--- src/clock_synth_pkg.sv ---
package clock_synth_pkg;

	// Register byte offsets, one aligned 32-bit word each
	localparam logic [7:0]  RATIO_BASE_OFFSET  = 8'h00;
	localparam logic [7:0]  MODAL_BASE_OFFSET  = 8'h10;
	localparam logic [7:0]  GLOBAL_OFFSET      = 8'h20;
	localparam logic [7:0]  CONTROL_OFFSET     = 8'h24;
	localparam logic [7:0]  STATUS_OFFSET      = 8'h28;
	localparam logic [7:0]  FRACTION_OFFSET    = 8'h2C;
	localparam int unsigned CONTROL_RELOAD_BIT = 0;

	localparam int unsigned RATIO_COUNT = 4;
	localparam int unsigned RATIO_W     = 32;

	typedef struct packed {
		logic       fractional_source_bit;
		logic [1:0] lock_ratio_index;
		logic       auto_ratio_modifier_enable;
		logic [1:0] aux_source_select;
		logic [1:0] ratio_shift_select;
	} modal_t;

	typedef struct packed {
		logic [2:0] min_loop_bandwidth;
		logic [2:0] special_pin_function;
		logic       low_frequency_format_bit;
		logic       unlock_output_bit;
		logic [1:0] reference_divider;
		logic       lock_indicator_config;
		logic       clock_skip_enable;
	} global_t;

	typedef struct packed {
		logic       divider_reserved;
		logic       auto_modifier_active;
		logic       manual_modifier_active;
		logic       hybrid_mode;
		logic [1:0] active_mode;
		logic       pll_locked;
	} status_t;

	localparam modal_t      MODAL_RESET  = 8'h00;
	localparam global_t     GLOBAL_RESET = 12'h000;
	localparam logic [31:0] RATIO_RESET  = 32'h0000_0000;

	typedef enum logic [1:0] {
		AUX_TIMING_REF  = 2'h0,
		AUX_FREQ_REF    = 2'h1,
		AUX_PLL_CLOCK   = 2'h2,
		AUX_LOCK_STATUS = 2'h3
	} aux_source_t;

	localparam logic [2:0] FN_DISABLE_CLK   = 3'h0;
	localparam logic [2:0] FN_DISABLE_AUX   = 3'h1;
	localparam logic [2:0] FN_DISABLE_BOTH  = 3'h2;
	localparam logic [2:0] FN_MANUAL_MOD    = 3'h3;
	localparam logic [2:0] FN_AUTO_SW_OFF   = 3'h4;
	localparam logic [2:0] FN_AUTO_MOD      = 3'h5;
	localparam logic [2:0] FN_SOURCE_SELECT = 3'h6;
	localparam logic [2:0] FN_AUX_OVERRIDE  = 3'h7;

	localparam logic [1:0] DIV_BY4      = 2'h0;
	localparam logic [1:0] DIV_BY2      = 2'h1;
	localparam logic [1:0] DIV_BY1      = 2'h2;
	localparam logic [1:0] DIV_RESERVED = 2'h3;

	localparam logic [7:0] BANDWIDTH_BASE_HZ = 8'h01;

	typedef enum logic [1:0] {
		WR_IDLE = 2'b00,
		WR_ADDR = 2'b01,
		WR_RESP = 2'b11,
		WR_DATA = 2'b10
	} wr_state_t;

	typedef enum logic {
		RD_IDLE = 1'b0,
		RD_DATA = 1'b1
	} rd_state_t;

	localparam logic [1:0] RESP_OKAY   = 2'b00;
	localparam logic [1:0] RESP_SLVERR = 2'b10;

endpackage : clock_synth_pkg

--- src/clock_synth_config_decode.sv ---
`timescale 1ns/1ps

// Overview of operation
// - Mode pins pick one of four modal sets
// - Modifier shifts ratio right by select plus one
// - Modifier applies only with pin high, function 011
// - Aux output source from two-bit select
// - Auto ratio modifier follows its enable bit, or the pin under code 101
// - Hybrid mode uses ratio picked by lock index
// - Static mode uses ratio of active set
// - Source bit picks static or dynamic ratio
// - Four 32-bit user ratios are stored
// - Clock skip keeps lock; input below 80 kHz
// - Lock indicator push-pull or open-drain by config
// - Lock config ignored when aux carries clock
// - Reference divider: 00 by 4, 01 by 2, 10 by 1
// - Unlock bit 0 holds clock outputs low unlocked
// - Hybrid ratio format 20.12 or 12.20 by bit
// - Static mode ratio always read as 12.20
// - Aux override function forces PLL clock source
// - Loop bandwidth 1 Hz doubling to 128 Hz
// - Codes 000-010 disable outputs while pin high
// - Code 011 pin high enables manual modifier
// - Code 110 pin overrides source unless auto switching
// - Code 111 pin high forces aux PLL clock
module clock_synth_config_decode
	import clock_synth_pkg::*;
(
	// Clock and reset
	input  wire logic                aclk,
	input  wire logic                aresetn,
	// AXI4-Lite register slave
	input  wire logic [7:0]          s_axi_awaddr,
	input  wire logic                s_axi_awvalid,
	output logic                     s_axi_awready,
	input  wire logic [31:0]         s_axi_wdata,
	input  wire logic [3:0]          s_axi_wstrb,
	input  wire logic                s_axi_wvalid,
	output logic                     s_axi_wready,
	output logic [1:0]               s_axi_bresp,
	output logic                     s_axi_bvalid,
	input  wire logic                s_axi_bready,
	input  wire logic [7:0]          s_axi_araddr,
	input  wire logic                s_axi_arvalid,
	output logic                     s_axi_arready,
	output logic [31:0]              s_axi_rdata,
	output logic [1:0]               s_axi_rresp,
	output logic                     s_axi_rvalid,
	input  wire logic                s_axi_rready,
	// Mode pins
	input  wire logic [1:0]          mode_pins,
	input  wire logic                special_function_pin,
	// PLL and clock inputs
	input  wire logic                pll_locked,
	input  wire logic                timing_reference,
	input  wire logic                frequency_reference,
	input  wire logic                pll_clock,
	input  wire logic                auto_switch_request,
	input  wire logic                auto_select_dynamic,
	input  wire logic [RATIO_W-1:0]  dynamic_ratio,
	// Clock outputs
	output logic                     clk_out,
	output logic                     clk_out_oe,
	output logic                     aux_out,
	output logic                     aux_out_oe,
	output logic                     divided_timing_reference,
	// Decoded configuration
	output logic [RATIO_W-1:0]       effective_ratio,
	output logic [RATIO_W-1:0]       fractional_value,
	output logic                     ratio_high_accuracy,
	output logic                     hybrid_mode,
	output logic                     auto_modifier_active,
	output logic                     clock_skip_active,
	output logic [7:0]               min_loop_bandwidth_hz,
	output logic                     divider_reserved
);

	function automatic logic [31:0] merge_bytes(input logic [31:0] old_v, input logic [31:0] new_v,
		input logic [3:0] strb);
		logic [31:0] res;
		res = old_v;
		for (int i = 0; i < 4; i++) begin
			if (strb[i]) begin
				res[i*8 +: 8] = new_v[i*8 +: 8];
			end
		end
		return res;
	endfunction : merge_bytes

	// Stored image and active copy
	logic [RATIO_W-1:0] ratio_store  [RATIO_COUNT];
	modal_t             modal_store  [RATIO_COUNT];
	global_t            global_store;
	logic [RATIO_W-1:0] ratio_active [RATIO_COUNT];
	modal_t             modal_active [RATIO_COUNT];
	global_t            global_active;
	logic               load_pending;
	logic               load_now;

	// Bus state
	wr_state_t          wr_state;
	wr_state_t          next_wr_state;
	rd_state_t          rd_state;
	logic [7:0]         wr_addr_q;
	logic [31:0]        wr_data_q;
	logic [3:0]         wr_strb_q;
	logic               aw_hs;
	logic               w_hs;
	logic               wr_fire;
	logic [7:0]         wr_addr;
	logic [31:0]        wr_data;
	logic [3:0]         wr_strb;
	logic [7:0]         wr_aligned;
	logic [7:0]         rd_aligned;
	logic               ctrl_reload;
	logic               wr_mapped;

	// Decode
	modal_t             active_set;
	logic               manual_on;
	logic               auto_switch_on;
	logic               dynamic_selected;
	logic [1:0]         ratio_index;
	logic [RATIO_W-1:0] raw_ratio;
	logic [2:0]         shift_amount;
	logic [RATIO_W-1:0] next_effective;
	aux_source_t        aux_source;
	aux_source_t        aux_source_active;
	logic               clk_disable;
	logic               aux_disable;
	logic               outputs_gated;
	logic               next_aux_out;
	logic               next_aux_oe;
	logic               ref_prev;
	logic               ref_edge;
	logic               div_count;
	logic               next_divided;
	status_t            status_word;

	assign aw_hs   = s_axi_awvalid && s_axi_awready;
	assign w_hs    = s_axi_wvalid && s_axi_wready;
	assign wr_addr = aw_hs ? s_axi_awaddr : wr_addr_q;
	assign wr_data = w_hs ? s_axi_wdata : wr_data_q;
	assign wr_strb = w_hs ? s_axi_wstrb : wr_strb_q;
	assign wr_fire = (wr_state != WR_RESP) && (next_wr_state == WR_RESP);
	assign wr_aligned  = {wr_addr[7:2], 2'b00};
	assign rd_aligned  = {s_axi_araddr[7:2], 2'b00};
	assign wr_mapped   = wr_aligned <= FRACTION_OFFSET;
	assign ctrl_reload = wr_fire && (wr_aligned == CONTROL_OFFSET) && wr_strb[0] && wr_data[CONTROL_RELOAD_BIT];
	assign load_now    = load_pending || ctrl_reload;

	always_comb begin
		next_wr_state = wr_state;
		case (wr_state)
			WR_IDLE: begin
				if (aw_hs && w_hs) begin
					next_wr_state = WR_RESP;
				end else if (aw_hs) begin
					next_wr_state = WR_ADDR;
				end else if (w_hs) begin
					next_wr_state = WR_DATA;
				end
			end
			WR_ADDR: begin
				if (w_hs) begin
					next_wr_state = WR_RESP;
				end
			end
			WR_DATA: begin
				if (aw_hs) begin
					next_wr_state = WR_RESP;
				end
			end
			WR_RESP: begin
				if (s_axi_bready) begin
					next_wr_state = WR_IDLE;
				end
			end
			default: next_wr_state = WR_IDLE;
		endcase
	end

	always_ff @(posedge aclk) begin
		if (!aresetn) begin
			wr_state      <= WR_IDLE;
			s_axi_awready <= 1'b0;
			s_axi_wready  <= 1'b0;
			s_axi_bvalid  <= 1'b0;
			s_axi_bresp   <= RESP_OKAY;
			wr_addr_q     <= 8'h00;
			wr_data_q     <= 32'h0000_0000;
			wr_strb_q     <= 4'h0;
		end else begin
			wr_state      <= next_wr_state;
			s_axi_awready <= (next_wr_state == WR_IDLE) || (next_wr_state == WR_DATA);
			s_axi_wready  <= (next_wr_state == WR_IDLE) || (next_wr_state == WR_ADDR);
			s_axi_bvalid  <= next_wr_state == WR_RESP;
			if (aw_hs) begin
				wr_addr_q <= s_axi_awaddr;
			end
			if (w_hs) begin
				wr_data_q <= s_axi_wdata;
				wr_strb_q <= s_axi_wstrb;
			end
			if (wr_fire) begin
				s_axi_bresp <= wr_mapped ? RESP_OKAY : RESP_SLVERR;
			end
		end
	end

	// Stored image; writes change behaviour only after a reload
	always_ff @(posedge aclk) begin
		if (!aresetn) begin
			for (int i = 0; i < RATIO_COUNT; i++) begin
				ratio_store[i] <= RATIO_RESET;
				modal_store[i] <= MODAL_RESET;
			end
			global_store <= GLOBAL_RESET;
		end else if (wr_fire) begin
			if (wr_aligned < MODAL_BASE_OFFSET) begin
				ratio_store[wr_aligned[3:2]] <= merge_bytes(ratio_store[wr_aligned[3:2]], wr_data, wr_strb);
			end else if (wr_aligned < GLOBAL_OFFSET) begin
				modal_store[wr_aligned[3:2]] <= modal_t'(8'(merge_bytes({24'h00_0000, modal_store[wr_aligned[3:2]]},
					wr_data, wr_strb)));
			end else if (wr_aligned == GLOBAL_OFFSET) begin
				global_store <= global_t'(12'(merge_bytes({20'h0_0000, global_store}, wr_data, wr_strb)));
			end
		end
	end

	always_ff @(posedge aclk) begin
		if (!aresetn) begin
			load_pending <= 1'b1;
			for (int i = 0; i < RATIO_COUNT; i++) begin
				ratio_active[i] <= RATIO_RESET;
				modal_active[i] <= MODAL_RESET;
			end
			global_active <= GLOBAL_RESET;
		end else begin
			load_pending <= 1'b0;
			if (load_now) begin
				for (int i = 0; i < RATIO_COUNT; i++) begin
					ratio_active[i] <= ratio_store[i];
					modal_active[i] <= modal_store[i];
				end
				global_active <= global_store;
			end
		end
	end

	assign status_word = '{divider_reserved: divider_reserved, auto_modifier_active: auto_modifier_active,
		manual_modifier_active: manual_on, hybrid_mode: hybrid_mode, active_mode: mode_pins, pll_locked: pll_locked};

	always_ff @(posedge aclk) begin
		if (!aresetn) begin
			rd_state      <= RD_IDLE;
			s_axi_arready <= 1'b0;
			s_axi_rvalid  <= 1'b0;
			s_axi_rdata   <= 32'h0000_0000;
			s_axi_rresp   <= RESP_OKAY;
		end else begin
			case (rd_state)
				RD_IDLE: begin
					s_axi_arready <= 1'b1;
					if (s_axi_arvalid && s_axi_arready) begin
						rd_state      <= RD_DATA;
						s_axi_arready <= 1'b0;
						s_axi_rvalid  <= 1'b1;
						s_axi_rresp   <= RESP_OKAY;
						s_axi_rdata   <= 32'h0000_0000;
						if (rd_aligned < MODAL_BASE_OFFSET) begin
							s_axi_rdata <= ratio_store[rd_aligned[3:2]];
						end else if (rd_aligned < GLOBAL_OFFSET) begin
							s_axi_rdata <= {24'h00_0000, modal_store[rd_aligned[3:2]]};
						end else if (rd_aligned == GLOBAL_OFFSET) begin
							s_axi_rdata <= {20'h0_0000, global_store};
						end else if (rd_aligned == STATUS_OFFSET) begin
							s_axi_rdata <= {25'h000_0000, status_word};
						end else if (rd_aligned == FRACTION_OFFSET) begin
							s_axi_rdata <= fractional_value;
						end else if (rd_aligned != CONTROL_OFFSET) begin
							s_axi_rresp <= RESP_SLVERR;
						end
					end
				end
				RD_DATA: begin
					if (s_axi_rready) begin
						rd_state      <= RD_IDLE;
						s_axi_rvalid  <= 1'b0;
						s_axi_arready <= 1'b1;
					end
				end
				default: rd_state <= RD_IDLE;
			endcase
		end
	end

	// Ratio and source decode
	assign active_set     = modal_active[mode_pins];
	assign manual_on      = special_function_pin && (global_active.special_pin_function == FN_MANUAL_MOD);
	assign auto_switch_on = auto_switch_request &&
		!(special_function_pin && (global_active.special_pin_function == FN_AUTO_SW_OFF));

	always_comb begin
		if (auto_switch_on) begin
			dynamic_selected = auto_select_dynamic;
		end else if (global_active.special_pin_function == FN_SOURCE_SELECT) begin
			dynamic_selected = special_function_pin;
		end else begin
			dynamic_selected = active_set.fractional_source_bit;
		end
	end

	assign ratio_index    = dynamic_selected ? active_set.lock_ratio_index : mode_pins;
	assign raw_ratio      = ratio_active[ratio_index];
	assign shift_amount   = {1'b0, active_set.ratio_shift_select} + 3'h1;
	assign next_effective = manual_on ? (raw_ratio >> shift_amount) : raw_ratio;

	// Output routing
	assign aux_source = (special_function_pin && (global_active.special_pin_function == FN_AUX_OVERRIDE)) ?
		AUX_PLL_CLOCK : aux_source_t'(active_set.aux_source_select);
	assign clk_disable = special_function_pin && ((global_active.special_pin_function == FN_DISABLE_CLK) ||
		(global_active.special_pin_function == FN_DISABLE_BOTH));
	assign aux_disable = special_function_pin && ((global_active.special_pin_function == FN_DISABLE_AUX) ||
		(global_active.special_pin_function == FN_DISABLE_BOTH));
	assign outputs_gated = !global_active.unlock_output_bit && !pll_locked;

	always_comb begin
		next_aux_out = 1'b0;
		next_aux_oe  = !aux_disable;
		case (aux_source)
			AUX_TIMING_REF: next_aux_out = divided_timing_reference;
			AUX_FREQ_REF:   next_aux_out = frequency_reference;
			AUX_PLL_CLOCK:  next_aux_out = pll_clock && !outputs_gated;
			AUX_LOCK_STATUS: begin
				if (!global_active.lock_indicator_config) begin
					next_aux_out = !pll_locked;
				end else begin
					next_aux_out = 1'b0;
					next_aux_oe  = !aux_disable && !pll_locked;
				end
			end
			default: next_aux_out = 1'b0;
		endcase
	end

	// Timing reference divider
	assign ref_edge = timing_reference && !ref_prev;

	always_comb begin
		next_divided = divided_timing_reference;
		case (global_active.reference_divider)
			DIV_BY1: next_divided = timing_reference;
			DIV_BY2: next_divided = ref_edge ? !divided_timing_reference : divided_timing_reference;
			DIV_BY4: next_divided = (ref_edge && div_count) ? !divided_timing_reference : divided_timing_reference;
			default: next_divided = 1'b0;
		endcase
	end

	always_ff @(posedge aclk) begin
		if (!aresetn) begin
			ref_prev                 <= 1'b0;
			div_count                <= 1'b0;
			divided_timing_reference <= 1'b0;
		end else begin
			ref_prev                 <= timing_reference;
			div_count                <= ref_edge ? !div_count : div_count;
			divided_timing_reference <= next_divided;
		end
	end

	always_ff @(posedge aclk) begin
		if (!aresetn) begin
			clk_out               <= 1'b0;
			clk_out_oe            <= 1'b0;
			aux_out               <= 1'b0;
			aux_out_oe            <= 1'b0;
			aux_source_active     <= AUX_TIMING_REF;
			effective_ratio       <= RATIO_RESET;
			fractional_value      <= RATIO_RESET;
			ratio_high_accuracy   <= 1'b1;
			hybrid_mode           <= 1'b0;
			auto_modifier_active  <= 1'b0;
			clock_skip_active     <= 1'b0;
			min_loop_bandwidth_hz <= BANDWIDTH_BASE_HZ;
			divider_reserved      <= 1'b0;
		end else begin
			clk_out               <= pll_clock && !outputs_gated;
			clk_out_oe            <= !clk_disable;
			aux_out               <= next_aux_out;
			aux_out_oe            <= next_aux_oe;
			aux_source_active     <= aux_source;
			effective_ratio       <= next_effective;
			fractional_value      <= dynamic_selected ? dynamic_ratio : next_effective;
			ratio_high_accuracy   <= !dynamic_selected || global_active.low_frequency_format_bit;
			hybrid_mode           <= dynamic_selected;
			auto_modifier_active  <= (global_active.special_pin_function == FN_AUTO_MOD) ?
				special_function_pin : active_set.auto_ratio_modifier_enable;
			clock_skip_active     <= global_active.clock_skip_enable;
			min_loop_bandwidth_hz <= BANDWIDTH_BASE_HZ << global_active.min_loop_bandwidth;
			divider_reserved      <= global_active.reference_divider == DIV_RESERVED;
		end
	end
endmodule : clock_synth_config_decode

--- config.mk ---
export PLATFORM = sky130hd
export DESIGN_NAME = clock_synth_config_decode
export DESIGN_NICKNAME = d
export VERILOG_FILES = /design/src/clock_synth_pkg.sv /design/src/clock_synth_config_decode.sv
export SDC_FILE = /design/constraint.sdc
export NUM_CORES = 1
export LEC_CHECK = 0
export BUFFER_PORTS_ARGS = -buffer_cell sky130_fd_sc_hd__buf_4
export CAP_MARGIN = 15
export CORE_MARGIN = 5
export CORE_UTILIZATION = 35
export CTS_BUF_LIST = sky130_fd_sc_hd__clkbuf_8
export CTS_CLUSTER_SIZE = 14
export DETAILED_ROUTE_END_ITERATION = 16
export GPL_TIMING_DRIVEN = 0
export HOLD_SLACK_MARGIN = 0.1
export PLACE_DENSITY_LB_ADDON = 0.2
export SLEW_MARGIN = 25
export SYNTH_ARGS = -nofsm -noshare
export SYNTH_HDL_FRONTEND = slang
export SYNTH_SLANG_ARGS = --single-unit
export TNS_END_PERCENT = 20
--- constraint.sdc ---
create_clock -name aclk -period 12.1 [get_ports aclk]
set_input_delay 1.21 -clock aclk [delete_from_list [all_inputs] [get_ports aclk]]
set_output_delay 1.21 -clock aclk [all_outputs]
set_load 0.02 [all_outputs]
==> Implementation_results.wiki <==
{| class="wikitable"
! Metric !! Value
|-
| Largest stage delay on the critical path || 810 ps
|-
| Count of buffering cells on the critical path with inverters included || 3
|-
| Clock share of power || 39.0%
|-
| Number of gates given a new drive strength after cts || 0
|-
| Outcome || completed
|-
| Horizontal extent of the die || 267.2 um
|-
| Gpl congestion || 1.005
|-
| Cell count of the worst hold path || 2
|-
| Post-route cell area || 0.02792 mm^2
|-
| Final wirelength || 98.52 mm
|-
| Worst EP required || 12550 ps
|-
| Switching component of the power || 1.260 mW
|-
| Drt initial violations || 2390
|-
| Placeable core region || 0.06575 mm^2
|-
| Worst min-delay path class || register to register
|-
| Number of buffers added on ports || 213
|-
| Number of H-tree levels || 3
|-
| Number of flops mapped to enable cells by yosys || 320
|-
| Post-placement setup slack || 6517 ps
|-
| Worst flop-to-flop path startpoint || global_active[8]$_SDFFE_PN0P_
|-
| Floorplan die height || 267.2 um
|-
| Cell area power density || 157.5 mW/mm^2
|-
| Maximum root-to-sink buffer count || 3
|-
| Post-CTS setup-driven buffer insertion count || 0
|-
| Inserted Clock Buffers || 90
|-
| Net count of the finished layout || 2432
|-
| Final sum of negative setup slack || 0 ps
|-
| Number of max-cap violations || 0
|-
| Via count || 18745
|-
| Clock tree root buffer cell || sky130_fd_sc_hd__clkbuf_8
|-
| Mean cell area of the mapped netlist || 11.45 um^2
|-
| Count of endpoints failing setup in the final report || 0
|-
| Ys flop type || sky130_fd_sc_hd__edfxtp_1
|-
| Cell breakdown of the critical path || clkbuf_1 -> nand3b_1 -> nand3_1 -> buf_1 -> nand4_1 -> nand2_2 -> buf_2 -> nand4_1 -> o41ai_2 -> mux2i_1 -> a21oi_1 -> a21oi_1
|-
| Slowest stage cell on the critical path || sky130_fd_sc_hd__a21oi_1
|-
| Crit share post-route || 41.79%
|-
| Proportion of synthesized chip area in sequential cells || 58.18%
|-
| Worst reg2reg path endpoint || fractional_value[29]$_SDFF_PN0_
|-
| Crit path DAT || 5510 ps
|-
| Setup WS post-layout || 7044 ps
|-
| Sequential cell fraction of total power || 46.0%
|-
| Post-detailed-placement cell area || 0.02597 mm^2
|-
| CTS sink count || 513
|-
| Min Clock Period, post-route || 5056 ps
|-
| Standard-cell rows || 94
|-
| Clock skew || 49.02 ps
|-
| Share of final-layout standard cells stronger than drive strength 1 || 20.81%
|-
| Total of flip-flops plus latches after synthesis || 513
|-
| Setup repair after global routing missed its margin || false
|-
| Standby leakage power || 11.27 nW
|-
| Top Ports || 223
|-
| Area of the die || 0.07140 mm^2
|-
| Worst Hold Endpoint || wr_addr_q[6]$_SDFF_PN0_
|-
| Upper clock frequency limit || 197.8 MHz
|-
| Antenna Violating Nets Remaining || 0
|-
| VDD IR-drop max || 0.00008218 V
|-
| Switching Fraction || 28.65%
|-
| Number of max-slew violations in the final report || 0
|-
| Fill count || 6280
|-
| Worst slew margin relative to its limit || 21.55%
|-
| Maximum number of pins on one net before global-route repair || 56
|-
| Effective utilization at floorplan || 35.22%
|-
| Overall power after layout || 4.396 mW
|-
| Leading cell type in the layout, fill and taps excluded || sky130_fd_sc_hd__nor2_1
|-
| Remaining global-route overflow || 0
|-
| Proportion of register bits with asynchronous set or reset after synthesis || 0%
|-
| Register-to-Register Path Depth || 12
|-
| Initial antenna violation count || 5
|-
| Number of hold buffers added after CTS || 0
|-
| TritonCTS clock tree || done
|-
| Number of iterations in the first detailed-routing pass || 5
|-
| Synth Cell Area || 0.02316 mm^2
|-
| Distinct cell type count of the synthesized netlist || 83
|-
| Critical path type || register to register
|-
| Post-Syn Instances || 2022
|-
| Kind of cell adding the most delay to the critical path || simple AND/OR/NAND/NOR gates
|-
| Combinational fraction of design power || 14.9%
|-
| Worst Max-Slew Pin Slew || 1177 ps
|-
| Source-to-sink clock delay at the later pin of the worst-skew pair || 690 ps
|-
| Element type at the critical path start || register
|-
| Clock input transition at the sequential cells of the worst setup and hold paths || 60 ps
|-
| Final-report hold violation count || 0
|-
| Largest fanout of any net on the critical path || 10
|-
| Number of global-route vias before repair || 18395
|-
| Synthesis warning total || 0
|-
| Endpoint type of the worst setup path || register
|-
| Detailed Place HPWL || 76.69 mm
|-
| Layout overhead on the synthesized area || 20.56%
|-
| Global-route wire length before repair || 137.7 mm
|-
| DRC || 0
|-
| Internal reg-to-reg setup slack || 7040 ps
|-
| Top library cells by usage in the layout, fill and taps aside || sky130_fd_sc_hd__nor2_1 (334), sky130_fd_sc_hd__edfxtp_1 (320), sky130_fd_sc_hd__buf_4 (223), sky130_fd_sc_hd__dfxtp_1 (193), sky130_fd_sc_hd__and3_1 (171)
|-
| Via/cell ratio || 5.732
|-
| Overall track demand over capacity in global routing || 26.89%
|-
| Routed length per placed instance || 30.13 um
|-
| Internal power contribution || 3.137 mW
|-
| HP Start || wr_addr_q[6]$_SDFF_PN0_
|}
## layout make-up
class / instances / area [um^2] / area share [%]
clock inverters: 55 / 441.7 / 1.582
clock buffers: 108 / 1486 / 5.324
flip-flops and latches: 513 / 13470 / 48.26
multi-input cells: 1347 / 9054 / 32.43
inverters: 7 / 26.28 / 0.09412
well taps: 864 / 1081 / 3.872
repair buffers: 217 / 1674 / 5.997
diodes: 3 / 7.507 / 0.02689
plain buffers: 156 / 673.1 / 2.411
## worst max-delay path by stage
stage / startpoint / endpoint / slack [ps] / cells after the start
4_1_cts: s_axi_awvalid / ratio_active[0][20]$_SDFFCE_PN0P_ / 7230 / 13
3_3_place_gp: s_axi_wvalid / ratio_active[0][20]$_SDFFCE_PN0P_ / 2770 / 9
6_report: global_active[8]$_SDFFE_PN0P_ / fractional_value[29]$_SDFF_PN0_ / 7040 / 12
2_1_floorplan: s_axi_wvalid / modal_active[0][0]$_SDFFCE_PN0P_ / 5370 / 8
3_5_place_dp: s_axi_awvalid / ratio_active[1][20]$_SDFFCE_PN0P_ / 6520 / 13
5_1_grt: s_axi_awvalid / ratio_active[0][20]$_SDFFCE_PN0P_ / 6880 / 13
## worst register-to-register path: cells and delay by family (launching register included)
| kind | cells | cell delay, ps |
|---|---|---|
| AND/OR/NAND/NOR | 5 | 1600 |
| buffers and inverters | 3 | 1390 |
| multiplexers | 1 | 220 |
| AO/OA/AOI/OAI | 3 | 1290 |
| flip-flops | 1 | 300 |
## flip-flops by register name, indices dropped and copies added, names as in the netlist, 2 cells and up
register and count:
ratio_store 128, wr_strb_q 4, modal_store 32, fractional_value 32, ratio_active 128, s_axi_rdata 32, global_store 12, effective_ratio 32
wr_state 2, global_active 12, min_loop_bandwidth_hz 8, wr_data_q 32, modal_active 32, wr_addr_q 6
## stage by stage
step	utilization [%]	hold slack, ps	std cells
floorplan	-	415.4	2023
global placement	39.30	443.0	3100
detailed placement	39.50	447.7	3104
CTS	42.43	471.7	3267
global route	42.45	495.8	3268
finish	42.46	470.4	3270
## per-layer routing
metal	global-route usage [%]	vias up	part of all wire, %
met1	37.77	9287	43
met3	5.990	182	9.2
li1	-	8206	-
met5	0	-	0.013
met2	41.11	1068	45
met4	9.815	2	3.6
## logic make-up after synthesis
family,after synthesis,synth area share [%]
AND/OR/NAND/NOR,796,16.24
flip-flops,513,58.18
AO/OA/AOI/OAI,333,10.17
multiplexers,213,12.27
buffers and inverters,163,2.999
XOR/XNOR,3,0.1135
other,1,0.01619
## power groups by stage
stage / Combinational [mW] / Clock (mW) / Sequential [mW]
after floorplan: 0.321 / 0 / 2.06
after global placement: 0.639 / 0 / 2.06
after detailed placement: 0.645 / 0 / 2.05
after CTS: 0.648 / 1.74 / 2.02
after global routing: 0.686 / 1.83 / 2.03
final: 0.657 / 1.72 / 2.02
## cells in the mapped netlist, types with 3 or more instances
master                     number  area [um^2]
sky130_fd_sc_hd__a211oi_1      29        217.7
sky130_fd_sc_hd__a21oi_1       69        345.3
sky130_fd_sc_hd__a221o_1       12        120.1
sky130_fd_sc_hd__a221oi_1      36        315.3
sky130_fd_sc_hd__a22o_1         6        52.55
sky130_fd_sc_hd__a311oi_1       4        35.03
sky130_fd_sc_hd__a31o_2         3        26.28
sky130_fd_sc_hd__a31oi_1       15        93.84
sky130_fd_sc_hd__a32oi_1        4        35.03
sky130_fd_sc_hd__a41oi_1        3        26.28
sky130_fd_sc_hd__and2_1        21        131.4
sky130_fd_sc_hd__and3_1       171         1070
sky130_fd_sc_hd__buf_1         13        48.80
sky130_fd_sc_hd__buf_2         15        75.07
sky130_fd_sc_hd__buf_4          9        67.56
sky130_fd_sc_hd__clkbuf_1     116        435.4
sky130_fd_sc_hd__dfxtp_1      193         3864
sky130_fd_sc_hd__edfxtp_1     320         9609
sky130_fd_sc_hd__inv_1          6        22.52
sky130_fd_sc_hd__mux2_2        31        349.1
sky130_fd_sc_hd__mux2i_1      127         1271
sky130_fd_sc_hd__mux4_2        53         1194
sky130_fd_sc_hd__nand2_1      132        495.5
sky130_fd_sc_hd__nand2b_1       7        43.79
sky130_fd_sc_hd__nand3_1       38        190.2
sky130_fd_sc_hd__nand3b_1       5        37.54
sky130_fd_sc_hd__nand4_1       15        93.84
sky130_fd_sc_hd__nor2_1       334         1254
sky130_fd_sc_hd__nor2b_1        4        25.02
sky130_fd_sc_hd__nor3_1        46        230.2
sky130_fd_sc_hd__nor4_1         7        43.79
sky130_fd_sc_hd__o211a_1        3        30.03
sky130_fd_sc_hd__o211ai_1      13        97.59
sky130_fd_sc_hd__o21a_1         4        30.03
sky130_fd_sc_hd__o21ai_0       69        345.3
sky130_fd_sc_hd__o21ai_1        3        15.01
sky130_fd_sc_hd__o21ba_2        3        30.03
sky130_fd_sc_hd__o221ai_1       4        35.03
sky130_fd_sc_hd__o22a_1         6        52.55
sky130_fd_sc_hd__o22ai_1       11        68.82
sky130_fd_sc_hd__o31ai_1        7        52.55
Power figures use the tool's default switching activity.
